`src/pmp_regs.svh`:
```
`ifndef PMP_REGS_SVH
`define PMP_REGS_SVH

// ==========================================================
// Timing
`define PMP_CLK_PERIOD_NS 8
`define PMP_CLK_KHZ (1000000 / `PMP_CLK_PERIOD_NS)
`define PMP_MII_FAST_KHZ 25000
`define PMP_MII_SLOW_KHZ 2500
`define PMP_RMII_PERIOD_NS 20
`define PMP_RMII_KHZ (1000000 / `PMP_RMII_PERIOD_NS)
`define PMP_RMII_SLOW_REPEAT 10
`define PMP_STRAP_SETTLE 3
`define PMP_ACC_W 18

// ==========================================================
// Receive buffer layout
`define PMP_FIFO_DEPTH 8
`define PMP_FIFO_WIDTH 5
`define PMP_RX_LAST_BIT 4

// ==========================================================
// Strap reset values
`define PMP_STRAP_RMII_RESET 1'b0
`define PMP_STRAP_WOL_RESET 1'b0
`define PMP_STRAP_REF_IN_RESET 1'b0

`endif

```
`src/pmp_pkg.sv`:
```
package pmp_pkg;

  // ==========================================================
  // Types
  typedef enum logic [1:0] {
    pmp_mode_mii,
    pmp_reverse_mii_variant,
    pmp_rmii_clock_in_variant,
    pmp_rmii_clock_out_variant
  } pmp_mode_type;

  typedef enum logic {
    pmp_settle,
    pmp_run
  } pmp_phase_type;

endpackage

```
`src/pmp_fifo.sv`:
```
`timescale 1ns/10ps
`include "pmp_regs.svh"

module pmp_fifo
  import pmp_pkg::*;
#(
  parameter int WIDTH = `PMP_FIFO_WIDTH,
  parameter int DEPTH = `PMP_FIFO_DEPTH
) (
  input wire logic clk,
  input wire logic rst_n,
  input wire logic ce,
  input wire logic [WIDTH-1:0] in_data,
  input wire logic in_valid,
  output logic in_ready,
  output logic [WIDTH-1:0] out_data,
  output logic out_valid,
  input wire logic out_ready
);

  localparam int AW = $clog2(DEPTH);
  localparam int CW = $clog2(DEPTH + 1);

  logic [WIDTH-1:0] mem [DEPTH];
  logic [AW-1:0] wr_ptr;
  logic [AW-1:0] rd_ptr;
  logic [CW-1:0] count;
  logic [CW-1:0] next_count;
  logic push;
  logic pop;

  // ==========================================================
  // Handshake
  assign push = ce && in_valid && in_ready;
  assign pop = ce && out_valid && out_ready;
  assign out_data = mem[rd_ptr];
  assign out_valid = count != '0;

  always_comb begin
    next_count = count;
    if (push && !pop) begin
      next_count = count + CW'(1);
    end else if (pop && !push) begin
      next_count = count - CW'(1);
    end
  end

  // ==========================================================
  // Storage
  always_ff @(posedge clk) begin
    if (push) begin
      mem[wr_ptr] <= in_data;
    end
  end

  always_ff @(posedge clk or negedge rst_n) begin
    if (!rst_n) begin
      wr_ptr <= '0;
      rd_ptr <= '0;
      count <= '0;
      in_ready <= 1'b1;
    end else if (ce) begin
      if (push) begin
        wr_ptr <= (wr_ptr == AW'(DEPTH - 1)) ? '0 : wr_ptr + AW'(1);
      end
      if (pop) begin
        rd_ptr <= (rd_ptr == AW'(DEPTH - 1)) ? '0 : rd_ptr + AW'(1);
      end
      count <= next_count;
      // Registered from next_count so the source sees full in the same cycle the count reaches it, never overflowing
      in_ready <= next_count != CW'(DEPTH);
    end
  end

endmodule

```
`src/pmp_port.sv`:
```
`timescale 1ns/10ps
`include "pmp_regs.svh"


module pmp_port
  import pmp_pkg::*;
(
  input wire logic clk,
  input wire logic rst_n,
  input wire logic ce,
  input wire logic speed_100,
  input wire logic [3:0] rx_nibble,
  input wire logic rx_last,
  input wire logic rx_valid,
  output logic rx_ready,
  output logic [3:0] tx_nibble,
  output logic tx_valid,
  output logic tx_frame,
  output logic strap_done,
  output logic strap_rmii,
  output logic strap_ref_clk_in,
  output logic strap_wol,
  output logic strap_reverse,
  input wire logic rx_dv_in,
  output logic rx_dv_out,
  output logic rx_dv_oe_n,
  input wire logic rxd1_in,
  input wire logic rxd3_in,
  output logic [3:0] rxd_out,
  output logic rxd_oe_n,
  output logic rxc_out,
  input wire logic txc_in,
  output logic txc_out,
  output logic txc_oe_n,
  input wire logic [3:0] txd_in,
  input wire logic tx_en_in
);

  localparam logic [`PMP_ACC_W-1:0] ACC_MOD = `PMP_ACC_W'(`PMP_CLK_KHZ);
  localparam logic [`PMP_ACC_W-1:0] ACC_HALF = `PMP_ACC_W'(`PMP_CLK_KHZ / 2);
  localparam logic [`PMP_ACC_W-1:0] STEP_FAST = `PMP_ACC_W'(`PMP_MII_FAST_KHZ);
  localparam logic [`PMP_ACC_W-1:0] STEP_SLOW = `PMP_ACC_W'(`PMP_MII_SLOW_KHZ);
  localparam logic [`PMP_ACC_W-1:0] STEP_RMII = `PMP_ACC_W'(`PMP_RMII_KHZ);
  localparam logic [3:0] REP_LAST = 4'(`PMP_RMII_SLOW_REPEAT - 1);
  localparam logic [1:0] SETTLE_LAST = 2'(`PMP_STRAP_SETTLE);

  // ==========================================================
  // Pin synchronisers
  logic [8:0] pin_meta;
  logic [8:0] pin_sync;
  logic s_rx_dv;
  logic s_rxd1;
  logic s_rxd3;
  logic s_txc;
  logic s_tx_en;
  logic [3:0] s_txd;

  always_ff @(posedge clk or negedge rst_n) begin
    if (!rst_n) begin
      pin_meta <= 9'h000;
      pin_sync <= 9'h000;
    end else if (ce) begin
      pin_meta <= {rx_dv_in, rxd1_in, rxd3_in, txc_in, tx_en_in, txd_in};
      pin_sync <= pin_meta;
    end
  end

  assign {s_rx_dv, s_rxd1, s_rxd3, s_txc, s_tx_en, s_txd} = pin_sync;

  // ==========================================================
  // Strap capture
  pmp_phase_type phase;
  pmp_mode_type mode;
  logic [1:0] settle;
  logic take_strap;
  logic is_rmii;
  logic ref_in;

  // Pins pass two flops first, so the straps are read a few cycles after release
  assign take_strap = (phase == pmp_settle) && (settle == SETTLE_LAST);
  assign is_rmii = (mode == pmp_rmii_clock_in_variant) || (mode == pmp_rmii_clock_out_variant);
  assign ref_in = (mode == pmp_rmii_clock_in_variant);

  always_ff @(posedge clk or negedge rst_n) begin
    if (!rst_n) begin
      phase <= pmp_settle;
      settle <= 2'h0;
    end else if (ce) begin
      case (phase)
        pmp_settle: begin
          if (settle == SETTLE_LAST) begin
            phase <= pmp_run;
          end else begin
            settle <= settle + 2'h1;
          end
        end
        pmp_run: begin
          phase <= pmp_run;
        end
        default: begin
          phase <= pmp_settle;
        end
      endcase
    end
  end

  always_ff @(posedge clk or negedge rst_n) begin
    if (!rst_n) begin
      mode <= pmp_mode_mii;
      strap_done <= 1'b0;
      strap_rmii <= `PMP_STRAP_RMII_RESET;
      strap_ref_clk_in <= `PMP_STRAP_REF_IN_RESET;
      strap_wol <= `PMP_STRAP_WOL_RESET;
      strap_reverse <= 1'b0;
    end else if (ce && take_strap) begin
      strap_done <= 1'b1;
      strap_rmii <= s_rx_dv;
      strap_wol <= s_rxd1;
      strap_ref_clk_in <= s_rx_dv && s_rxd3;
      strap_reverse <= !s_rx_dv && s_rxd3;
      case ({s_rx_dv, s_rxd3})
        2'h0: mode <= pmp_mode_mii;
        2'h1: mode <= pmp_reverse_mii_variant;
        2'h2: mode <= pmp_rmii_clock_out_variant;
        2'h3: mode <= pmp_rmii_clock_in_variant;
        default: mode <= pmp_mode_mii;
      endcase
    end
  end

  // ==========================================================
  // Line clock generation
  // A phase accumulator gives the exact mean rate; 50 MHz from 125 MHz
  // comes out with 2/3-cycle jitter, the price of having a single clock.
  logic [`PMP_ACC_W-1:0] acc;
  logic [`PMP_ACC_W-1:0] step;
  logic [`PMP_ACC_W-1:0] next_acc;
  logic gen_clk;
  logic next_gen;
  logic [1:0] gen_dly;

  always_comb begin
    step = speed_100 ? STEP_FAST : STEP_SLOW;
    if (is_rmii) begin
      step = STEP_RMII;
    end
    next_acc = acc + step;
    if (next_acc >= ACC_MOD) begin
      next_acc = next_acc - ACC_MOD;
    end
    next_gen = next_acc >= ACC_HALF;
  end

  // Only clk feeds these dividers, so MDC never enters the line timing
  always_ff @(posedge clk or negedge rst_n) begin
    if (!rst_n) begin
      acc <= '0;
      gen_clk <= 1'b0;
      gen_dly <= 2'h0;
      rxc_out <= 1'b0;
      txc_out <= 1'b0;
      txc_oe_n <= 1'b1;
    end else if (ce && phase == pmp_run) begin
      acc <= next_acc;
      gen_clk <= next_gen;
      gen_dly <= {gen_dly[0], gen_clk};
      rxc_out <= !is_rmii && next_gen;
      txc_out <= !ref_in && next_gen;
      txc_oe_n <= ref_in;
    end
  end

  // ==========================================================
  // Link edges
  // An input reference is only seen through the synchroniser; the local
  // clock is delayed by the same two cycles so transmit sampling lines up.
  logic lvl_tx;
  logic lvl_rx;
  logic lvl_tx_q;
  logic lvl_rx_q;
  logic tx_tick;
  logic rx_tick;

  assign lvl_tx = ref_in ? s_txc : gen_dly[1];
  assign lvl_rx = ref_in ? s_txc : gen_clk;
  assign tx_tick = (phase == pmp_run) && lvl_tx && !lvl_tx_q;
  assign rx_tick = (phase == pmp_run) && !lvl_rx && lvl_rx_q;

  always_ff @(posedge clk or negedge rst_n) begin
    if (!rst_n) begin
      lvl_tx_q <= 1'b0;
      lvl_rx_q <= 1'b0;
    end else if (ce) begin
      lvl_tx_q <= lvl_tx;
      lvl_rx_q <= lvl_rx;
    end
  end

  // ==========================================================
  // Receive path
  logic [`PMP_FIFO_WIDTH-1:0] f_data;
  logic f_valid;
  logic rx_take;
  logic rx_half;
  logic rx_gap;
  logic [3:0] rx_rep;

  pmp_fifo #(
    .WIDTH(`PMP_FIFO_WIDTH),
    .DEPTH(`PMP_FIFO_DEPTH)
  ) u_rx_fifo (
    .clk(clk),
    .rst_n(rst_n),
    .ce(ce),
    .in_data({rx_last, rx_nibble}),
    .in_valid(rx_valid),
    .in_ready(rx_ready),
    .out_data(f_data),
    .out_valid(f_valid),
    .out_ready(rx_take)
  );

  always_comb begin
    rx_take = 1'b0;
    if (rx_tick && rx_rep == 4'h0 && !rx_gap && f_valid) begin
      rx_take = !is_rmii || rx_half;
    end
  end

  always_ff @(posedge clk or negedge rst_n) begin
    if (!rst_n) begin
      rx_dv_oe_n <= 1'b1;
      rxd_oe_n <= 1'b1;
    end else if (ce && take_strap) begin
      rx_dv_oe_n <= 1'b0;
      rxd_oe_n <= 1'b0;
    end
  end

  // Outputs move on the falling edge, half a period ahead of the MAC's sample
  always_ff @(posedge clk or negedge rst_n) begin
    if (!rst_n) begin
      rx_dv_out <= 1'b0;
      rxd_out <= 4'h0;
      rx_half <= 1'b0;
      rx_gap <= 1'b0;
      rx_rep <= 4'h0;
    end else if (ce && rx_tick) begin
      if (rx_rep != 4'h0) begin
        rx_rep <= rx_rep - 4'h1;
      end else begin
        rx_rep <= (is_rmii && !speed_100) ? REP_LAST : 4'h0;
        if (rx_gap || !f_valid) begin
          rx_dv_out <= 1'b0;
          rx_half <= 1'b0;
          rx_gap <= 1'b0;
        end else if (!is_rmii) begin
          rxd_out <= f_data[3:0];
          rx_dv_out <= 1'b1;
          rx_gap <= f_data[`PMP_RX_LAST_BIT];
        end else if (!rx_half) begin
          rxd_out <= {2'h0, f_data[1:0]};
          rx_dv_out <= 1'b1;
          rx_half <= 1'b1;
        end else begin
          rxd_out <= {2'h0, f_data[3:2]};
          rx_half <= 1'b0;
          rx_gap <= f_data[`PMP_RX_LAST_BIT];
        end
      end
    end
  end

  // ==========================================================
  // Transmit path
  // Only enable and data are sampled; there is no transmit-error pin.
  logic tx_half;
  logic [1:0] tx_low;
  logic [3:0] tx_rep;

  always_ff @(posedge clk or negedge rst_n) begin
    if (!rst_n) begin
      tx_nibble <= 4'h0;
      tx_valid <= 1'b0;
      tx_frame <= 1'b0;
      tx_half <= 1'b0;
      tx_low <= 2'h0;
      tx_rep <= 4'h0;
    end else if (ce) begin
      tx_valid <= 1'b0;
      if (tx_tick) begin
        tx_frame <= s_tx_en;
        if (!s_tx_en) begin
          tx_half <= 1'b0;
          tx_rep <= 4'h0;
        end else if (tx_rep != 4'h0) begin
          tx_rep <= tx_rep - 4'h1;
        end else if (!is_rmii) begin
          tx_nibble <= s_txd;
          tx_valid <= 1'b1;
        end else begin
          tx_rep <= speed_100 ? 4'h0 : REP_LAST;
          if (!tx_half) begin
            tx_low <= s_txd[1:0];
            tx_half <= 1'b1;
          end else begin
            tx_nibble <= {s_txd[1:0], tx_low};
            tx_valid <= 1'b1;
            tx_half <= 1'b0;
          end
        end
      end
    end
  end

endmodule

```
`config.mk`:
```
export PLATFORM = sky130hd
export DESIGN_NAME = pmp_port
export DESIGN_NICKNAME = d
export VERILOG_FILES = /design/src/pmp_pkg.sv /design/src/pmp_fifo.sv /design/src/pmp_port.sv
export VERILOG_INCLUDE_DIRS = /design/src
export SDC_FILE = /design/constraint.sdc
export NUM_CORES = 1
export LEC_CHECK = 0
export ABC_AREA = 0
export BUFFER_PORTS_ARGS = -buffer_cell sky130_fd_sc_hd__buf_2
export CORE_ASPECT_RATIO = 0.5
export CORE_MARGIN = 2
export CORE_UTILIZATION = 57
export CTS_BUF_LIST = sky130_fd_sc_hd__clkbuf_8
export CTS_CLUSTER_DIAMETER = 150
export DETAILED_ROUTE_END_ITERATION = 12
export PLACE_DENSITY = 0.83
export SETUP_SLACK_MARGIN = 0.02
export SLEW_MARGIN = 20
export SYNTH_ARGS = -nofsm -noshare
export SYNTH_HDL_FRONTEND = slang
export SYNTH_HIERARCHICAL = 1
export SYNTH_SLANG_ARGS = --single-unit
```
`constraint.sdc`:
```
create_clock -name clk -period 4.4 [get_ports clk]
set_clock_uncertainty 0.2 [all_clocks]
set_input_delay 0.22 -clock clk [delete_from_list [all_inputs] [get_ports clk]]
set_output_delay 0.22 -clock clk [all_outputs]
set_load 0.02 [all_outputs]
```
==> summary.txt, run 1 <==
Placed design
  • Place WS: 0.0729 ns
  • Routability cong.: 0.960
  • Dpl cell area: 0.00754 mm²
  • Detail Placement HPWL: 10,900 µm
  • Port bufs: 40

Floorplan
  • FP Rows: 28
  • Die area: 0.0134 mm²
  • Num ports: 41
  • Die Wd: 162 µm
  • Die H: 82.8 µm
  • Core area: 0.0120 mm²
  • Initial core utilization: 59.1%

Timing
  • Period utilization: 96.1%
  • Fmax: 0.237 GHz
  • Final Max Tran Viols: 0
  • Final setup viols: 0
  • Count of final hold-check violations: 0
  • Headroom to the max-slew limit: 44.6%
  • Fin Setup TNS: 0 ns
  • Hold Slack: 0.0474 ns
  • Fin worst setup slack: 0.174 ns
  • Tmin final: 4.23 ns
  • Worst-Margin Slew: 0.825 ns
  • Unrepaired setup endpoints after global routing: true

Synth
  • Count leader, synth: dfrtp_1
  • Synth Flop Type: dfrtp_1
  • Post-synth EDFFs: 40
  • Yosys synthesis warning count: 6
  • Top cells by count, synth: 85 x dfrtp_1, 59 x nand2_1, 43 x o21ai_0
  • Sequential fraction of the synthesis area: 48.1%
  • Yosys reg bits: 128
  • Synth Area per Inst: 10.9 µm²
  • Mapped Nets: 692
  • Mapped Cells: 651
  • Synth area leader: dfrtp_1
  • Synth area leaders: dfrtp_1 30%, edfxtp_1 17%, mux2_2 5.6%
  • Syn Std Cell Area: 0.00709 mm²
  • Async SR Flop Fraction: 68.8%
  • Cell variety after synth: 89
  • Post-synth top area share: 30.0%

Pwr
  • Clock network power share: 14.8%
  • Net Switching: 0.00316 W
  • Power per cell area: 835 mW/mm²
  • Worst vdd ir: 0.000308 V
  • Leakage: 3.43 nW
  • Comb pwr share: 57.2%
  • Sw Ratio: 45.3%
  • Sequential Power Share: 27.9%
  • Pint: 0.00381 W

Final layout
  • Post-route cell area: 0.00834 mm²
  • Diode count: 0
  • Share of cells above drive strength 1: 27.7%
  • # nets final: 767
  • Layout area overhead: 17.8%

GRT
  • Vias in the first global route: 5,278
  • First-pass GRT wire length: 26,200 µm
  • Largest net degree at the start of global routing: 89
  • Initial antenna violation count: 0
  • GR Overflow Total: 0
  • Total track usage: 24.7%

Setup path
  • Crit path capture type: flip-flop
  • Max FO, Critical Path: 5
  • WP data required: 4.51 ns
  • Crit path launch type: flip-flop
  • Critical path type: flip-flop to flip-flop
  • Worst path arrival time: 4.34 ns

Run status
  • Status: complete, no violations

Clock network
  • Clock insertion delay at the later pin of the skew report: 0.45 ns
  • Clock transition at path regs: 0.09 ns
  • # H-tree levels: 4
  • Clock root cell: clkbuf_8
  • CTS Buf Count: 17
  • TritonCTS clock tree: done
  • Max Root-Sink Buffers: 2
  • CTS Sinks: 128

Routing
  • Initial DRC Count: 339
  • Drt drc: 0
  • DR WL/cell: 17.8 µm
  • DR vias/cell: 6.01
  • Initial DRT Pass Iterations: 5
  • Final ANT Viol Nets: 0
  • Vias: 5,436
  • Total routed wirelength: 16,100 µm

Min path
  • Hold Crit Class: primary input to flip-flop

Job
  • Number of max-cap violations: 0
==> critical path: stages (launching register included) <==
cell       delay [ns]
dfrtp_1          0.40
and2b_4          0.26
inv_2            0.08
ha_1             0.35
nand2b_1         0.10
mux2i_2          0.25
a311o_2          0.30
nand4_1          0.17
and4_1           0.27
or2_4            0.28
a221oi_2         0.30
o311ai_2         0.18
a2111oi_2        0.25
nand4_1          0.20
a311oi_2         0.41
nor3_1           0.10
==> logic make-up after synthesis <==
| family | synth area share [%] |
|---|---|
| DFF | 48.1 |
| and+or+nand+nor | 14.8 |
| xor gates and xnor gates | 4.26 |
| AOI/OAI and AO/OA | 15.6 |
| adders and majority gates | 3.88 |
| buffers and inverters | 3.30 |
| muxes | 10.0 |
==> repair_timing <==
action | in CTS | in global routing
hold endpoints to repair | 134 | 0
setup buffers | 0 | 7
setup endpoints to repair | 0 | 3
hold buffers | 15 | 0
gates resized for setup | 0 | 35
==> path summary, 6_finish.rpt <==
check / startpoint / to / slack [ns] / depth (start not counted)
setup / recovery: mode[1] / txc_out / 0.17 / 15
hold / removal: ce / u_rx_fifo/in_ready / 0.05 / 2
setup reg to reg: mode[1] / txc_out / 0.17 / 15
hold reg to reg: rxd_out[0] / rxd_out[0] / 0.29 / 2
max in group asynchronous: rst_n / pin_meta[2] / 3.20 / 2
min in group asynchronous: rst_n / rx_gap / 0.23 / 2
==> metrics by stage <==
step           utilization [%]  power (W)  instances
3_3_place_gp              62.9    0.00543        850
4_1_cts                   67.4    0.00657        897
6_report                  69.6    0.00697        904
2_1_floorplan                -    0.00445        651
3_5_place_dp              62.9    0.00551        850
5_1_grt                   69.6    0.00745        904
==> per-layer routing <==
layer	wire length (µm)	share of wire, %	global-route usage (%)
met5	0	0	0
met4	420	2.6	9.25
met3	765	4.8	5.09
met2	8160	51	41.8
met1	6750	42	31.6
==> power by group through the flow <==
| stage | logic (W) | registers [W] | clock network [W] |
|---|---|---|---|
| 2_1_floorplan | 0.00260 | 0.00186 | 0 |
| 3_3_place_gp | 0.00350 | 0.00193 | 0 |
| 3_5_place_dp | 0.00356 | 0.00195 | 0 |
| 4_1_cts | 0.00360 | 0.00193 | 0.00104 |
| 5_1_grt | 0.00434 | 0.00200 | 0.00110 |
| 6_report | 0.00399 | 0.00195 | 0.00103 |
==> layout by cell type (no fill, tap or decap), drive strengths merged, types with 18 or more instances in the layout <==
| cell type | n |
|---|---|
| ha | 22 |
| buf | 72 |
| nand2 | 59 |
| o21ai | 48 |
| nor2 | 40 |
| inv | 31 |
| a21oi | 41 |
| nor3 | 25 |
| dfrtp | 85 |
| mux2 | 35 |
| xnor2 | 18 |
| edfxtp | 40 |
==> area by class of cell <==
cell class	count	area (µm²)
multi-input combinational	468	3650
fill	842	3640
clock inverter	15	159
sequential	128	3410
clock buffer	17	234
timing repair buffer	87	597
inverter	24	90.1
tap	165	206
==> state kept, by name (all words and copies together), names as in the netlist, 3 cells and up <==
register,cells
u_rx_fifo/mem,40
acc,16
pin_meta,9
pin_sync,9
rx_rep,4
rxd_out,4
tx_nibble,4
tx_rep,4
u_rx_fifo/count,4
u_rx_fifo/rd_ptr,3
u_rx_fifo/wr_ptr,3
No activity file was read; power rests on OpenSTA's default activity.
==> inputs of run 2 (changes only) <==
--- a/config.mk
+++ b/config.mk
@@ -19,5 +19,4 @@
 export SLEW_MARGIN = 20
 export SYNTH_ARGS = -nofsm -noshare
 export SYNTH_HDL_FRONTEND = slang
-export SYNTH_HIERARCHICAL = 1
 export SYNTH_SLANG_ARGS = --single-unit
==> run 2 against run 1 <==
  * Highest routed layer unchanged
  * Register-to-register slack lost 0.03 ns
  * Final cell count down 3.1%
  * Critical endpoint is now rxc_out
  * Via count decreased by 3.3%
  * Clock power about the same
  * First-iteration DRC count decreased by 5.0%
  * Hold slack improved by 0.075 ns
  * Combinational power is 17% lower
  * Power fell by 10%
  * Core utilization shrank 1.7 points
  * Sequential share of layout area up 1.4 points
==> summary.txt, run 2 <==
Run status
  • Status: complete, no violations

Setup path
  • WP data required: 4.51 ns
  • CP Launch Point: mode[1]
  • Crit path to: rxc_out
  • Worst R2R Path Depth: 16
  • Worst path arrival time: 4.36 ns
  • Most used cell along the critical path: ha_4
  • CP peak stage delay: 0.53 ns
  • Crit path launch type: flip-flop
  • Critical Path Slowest Stage Cell: or4b_4
  • Critical path type: flip-flop to flip-flop
  • Reg-to-Reg End: rxc_out
  • CP Cell Sequence: buf_6, or2_2, inv_2, ha_4, ha_4, and2_1, a211oi_2, inv_1, nand2_2, o311ai_4, a41oi_2, or2_4, a41o_4, or4b_4, a211oi_4, o2111ai_2
  • R2R Setup Slk: 0.15 ns
  • Max FO, Critical Path: 19
  • Reg-to-reg startpoint: mode[1]
  • Crit path capture type: flip-flop

Timing
  • Hold Slack: 0.122 ns
  • Final Max Tran Viols: 0
  • Worst-Margin Slew: 0.744 ns
  • Unrepaired setup endpoints after global routing: true
  • Tmin final: 4.25 ns
  • Final setup viols: 0
  • Count of final hold-check violations: 0
  • Headroom to the max-slew limit: 50.0%
  • Fmax: 0.235 GHz
  • Period utilization: 96.7%

Synth
  • Synth area leader: dfrtp_1
  • Largest family of logic cells by synthesized area: simple AND/OR/NAND/NOR gates
  • Cell variety after synth: 73
  • Syn Std Cell Area: 0.00697 mm²
  • Post-synth EDFFs: 40
  • Count leader, synth: dfrtp_1
  • Top cells by count, synth: 85 x dfrtp_1, 68 x nand2_1, 47 x o21ai_0
  • Mapped Nets: 679
  • Mux cell area share after synthesis: 10.0%
  • Post-synth top area share: 30.5%
  • Post-synthesis adder-cell area fraction: 3.91%
  • Yosys synthesis warning count: 0
  • Post-synthesis simple-gate area fraction: 15.5%
  • Post-Synth XOR/XNOR Area: 3.86%
  • Synth Area per Inst: 10.9 µm²
  • Yosys reg bits: 128
  • Synth Area in Compound Gates: 14.6%
  • Async SR Flop Fraction: 68.8%
  • Mapped Cells: 639
  • Sequential fraction of the synthesis area: 48.9%
  • Synth Flop Type: dfrtp_1
  • Synth area leaders: dfrtp_1 31%, edfxtp_1 17%, mux2_2 5.7%

Clock network
  • Max Root-Sink Buffers: 2
  • Clock root cell: clkbuf_8
  • Clock transition at path regs: 0.08 ns
  • TritonCTS clock tree: done
  • # H-tree levels: 4
  • CTS Buf Count: 17
  • CTS Sinks: 128
  • Clock insertion delay at the later pin of the skew report: 0.45 ns

Final layout
  • Diode count: 0
  • Most common cell after layout, fill and taps aside: dfrtp_1
  • Largest regs: u_rx_fifo.mem (40), acc (16)
  • Layout area overhead: 15.8%
  • Max reg flops: 40
  • # nets final: 738
  • Largest Register: u_rx_fifo.mem
  • Fin cells: 876
  • Most frequent cells in the layout: 85 x dfrtp_1, 67 x nand2_1, 44 x o21ai_0, 40 x edfxtp_1, 39 x buf_2
  • Share of cells above drive strength 1: 25.2%

Routing
  • Vias: 5,257
  • DR WL/cell: 17.4 µm
  • Initial DRT Pass Iterations: 5
  • Final ANT Viol Nets: 0
  • Initial DRC Count: 322
  • DR vias/cell: 6.00
  • Total routed wirelength: 15,300 µm
  • Drt drc: 0

Pwr
  • Power per cell area: 774 mW/mm²
  • Worst vdd ir: 0.000376 V
  • Leakage: 3.24 nW

GRT
  • Total track usage: 24.4%
  • Vias in the first global route: 5,121
  • GR Overflow Total: 0
  • First-pass GRT wire length: 25,000 µm
  • Initial antenna violation count: 0
  • Largest net degree at the start of global routing: 57

Floorplan
  • Die Wd: 160 µm
  • Core area: 0.0119 mm²
  • Initial core utilization: 58.7%
  • Die area: 0.0132 mm²
  • Num ports: 41
  • FP Rows: 28
  • Die H: 82.2 µm

Job
  • Number of max-cap violations: 0

Placed design
  • Detail Placement HPWL: 10,400 µm
  • Routability cong.: 0.876
  • Port bufs: 40
  • DP Cell Count: 826

Min path
  • Hold Crit Class: primary input to flip-flop
run 2: metal layers:
layer | track usage, % | up-vias | share of wire [%]
li1 | - | 2483 | -
met1 | 30.8 | 2585 | 44
met2 | 42.7 | 155 | 49
met3 | 5.29 | 34 | 4.9
met4 | 9.19 | 0 | 1.9
met5 | 0 | - | 0
run 2: cells by family after synthesis:
kind of cell | Yosys count
AOI/OAI and AO/OA | 147
and+or+nand+nor | 207
adders and majority gates | 22
xor gates and xnor gates | 29
muxes | 53
buffers and inverters | 53
DFF | 128
run 2: final cells by class:
class / instances / area (µm²)
clock inverter: 15 / 158
tap: 165 / 206
inverter: 20 / 75.1
fill: 846 / 3810
multi-input combinational: 458 / 3490
timing repair buffer: 73 / 494
sequential: 128 / 3410
clock buffer: 17 / 234
run 2: how the worst min path moves through the flow:
stage | depth (start not counted) | startpoint | endpoint
2_1_floorplan | 0 | rst_n | acc[10]
3_3_place_gp | 1 | rst_n | u_rx_fifo.wr_ptr[1]
3_5_place_dp | 1 | rst_n | u_rx_fifo.wr_ptr[1]
4_1_cts | 5 | speed_100 | tx_rep[3]
5_1_grt | 5 | speed_100 | tx_rep[3]
6_report | 5 | speed_100 | tx_rep[3]
run 2: per-stage QoR:
step | cell area (µm²) | total power [W] | setup WS (ns) | TNS (ns) | utilization [%]
2_1_floorplan | 7070 | 0.00427 | 0.0222 | 0 | -
3_3_place_gp | 7420 | 0.00489 | 0.286 | 0 | 62.5
3_5_place_dp | 7420 | 0.00500 | 0.147 | 0 | 62.5
4_1_cts | 7980 | 0.00605 | 0.122 | 0 | 67.2
5_1_grt | 8070 | 0.00666 | -0.0427 | -0.0929 | 67.9
6_report | 8070 | 0.00624 | 0.147 | 0 | 67.9
run 2: what timing repair did:
action,in CTS,in global routing
hold buffers,16,0
endpoints found under the hold margin,103,0
buffers inserted,0,2
resized for setup,0,16
endpoints found under the setup margin,0,4
run 2: power by group:
| part | internal [W] | switching, W | leakage, nW | total (W) |
|---|---|---|---|---|
| sequential | 0.00155 | 0.000361 | 1.44 | 0.00191 |
| clock | 0.000507 | 0.000498 | 0.189 | 0.00101 |
| combinational | 0.00142 | 0.00191 | 1.61 | 0.00333 |
| total | 0.00347 | 0.00277 | 3.24 | 0.00624 |
run 2: worst max-delay path, delay by kind of cell (launching register included):
kind,cells,cell delay [ns]
flip-flops,1,0.40
buffers and inverters,3,0.35
AND/OR/NAND/NOR,5,1.39
AO/OA/AOI/OAI,6,1.41
adder cells (fa/ha/maj),2,0.33
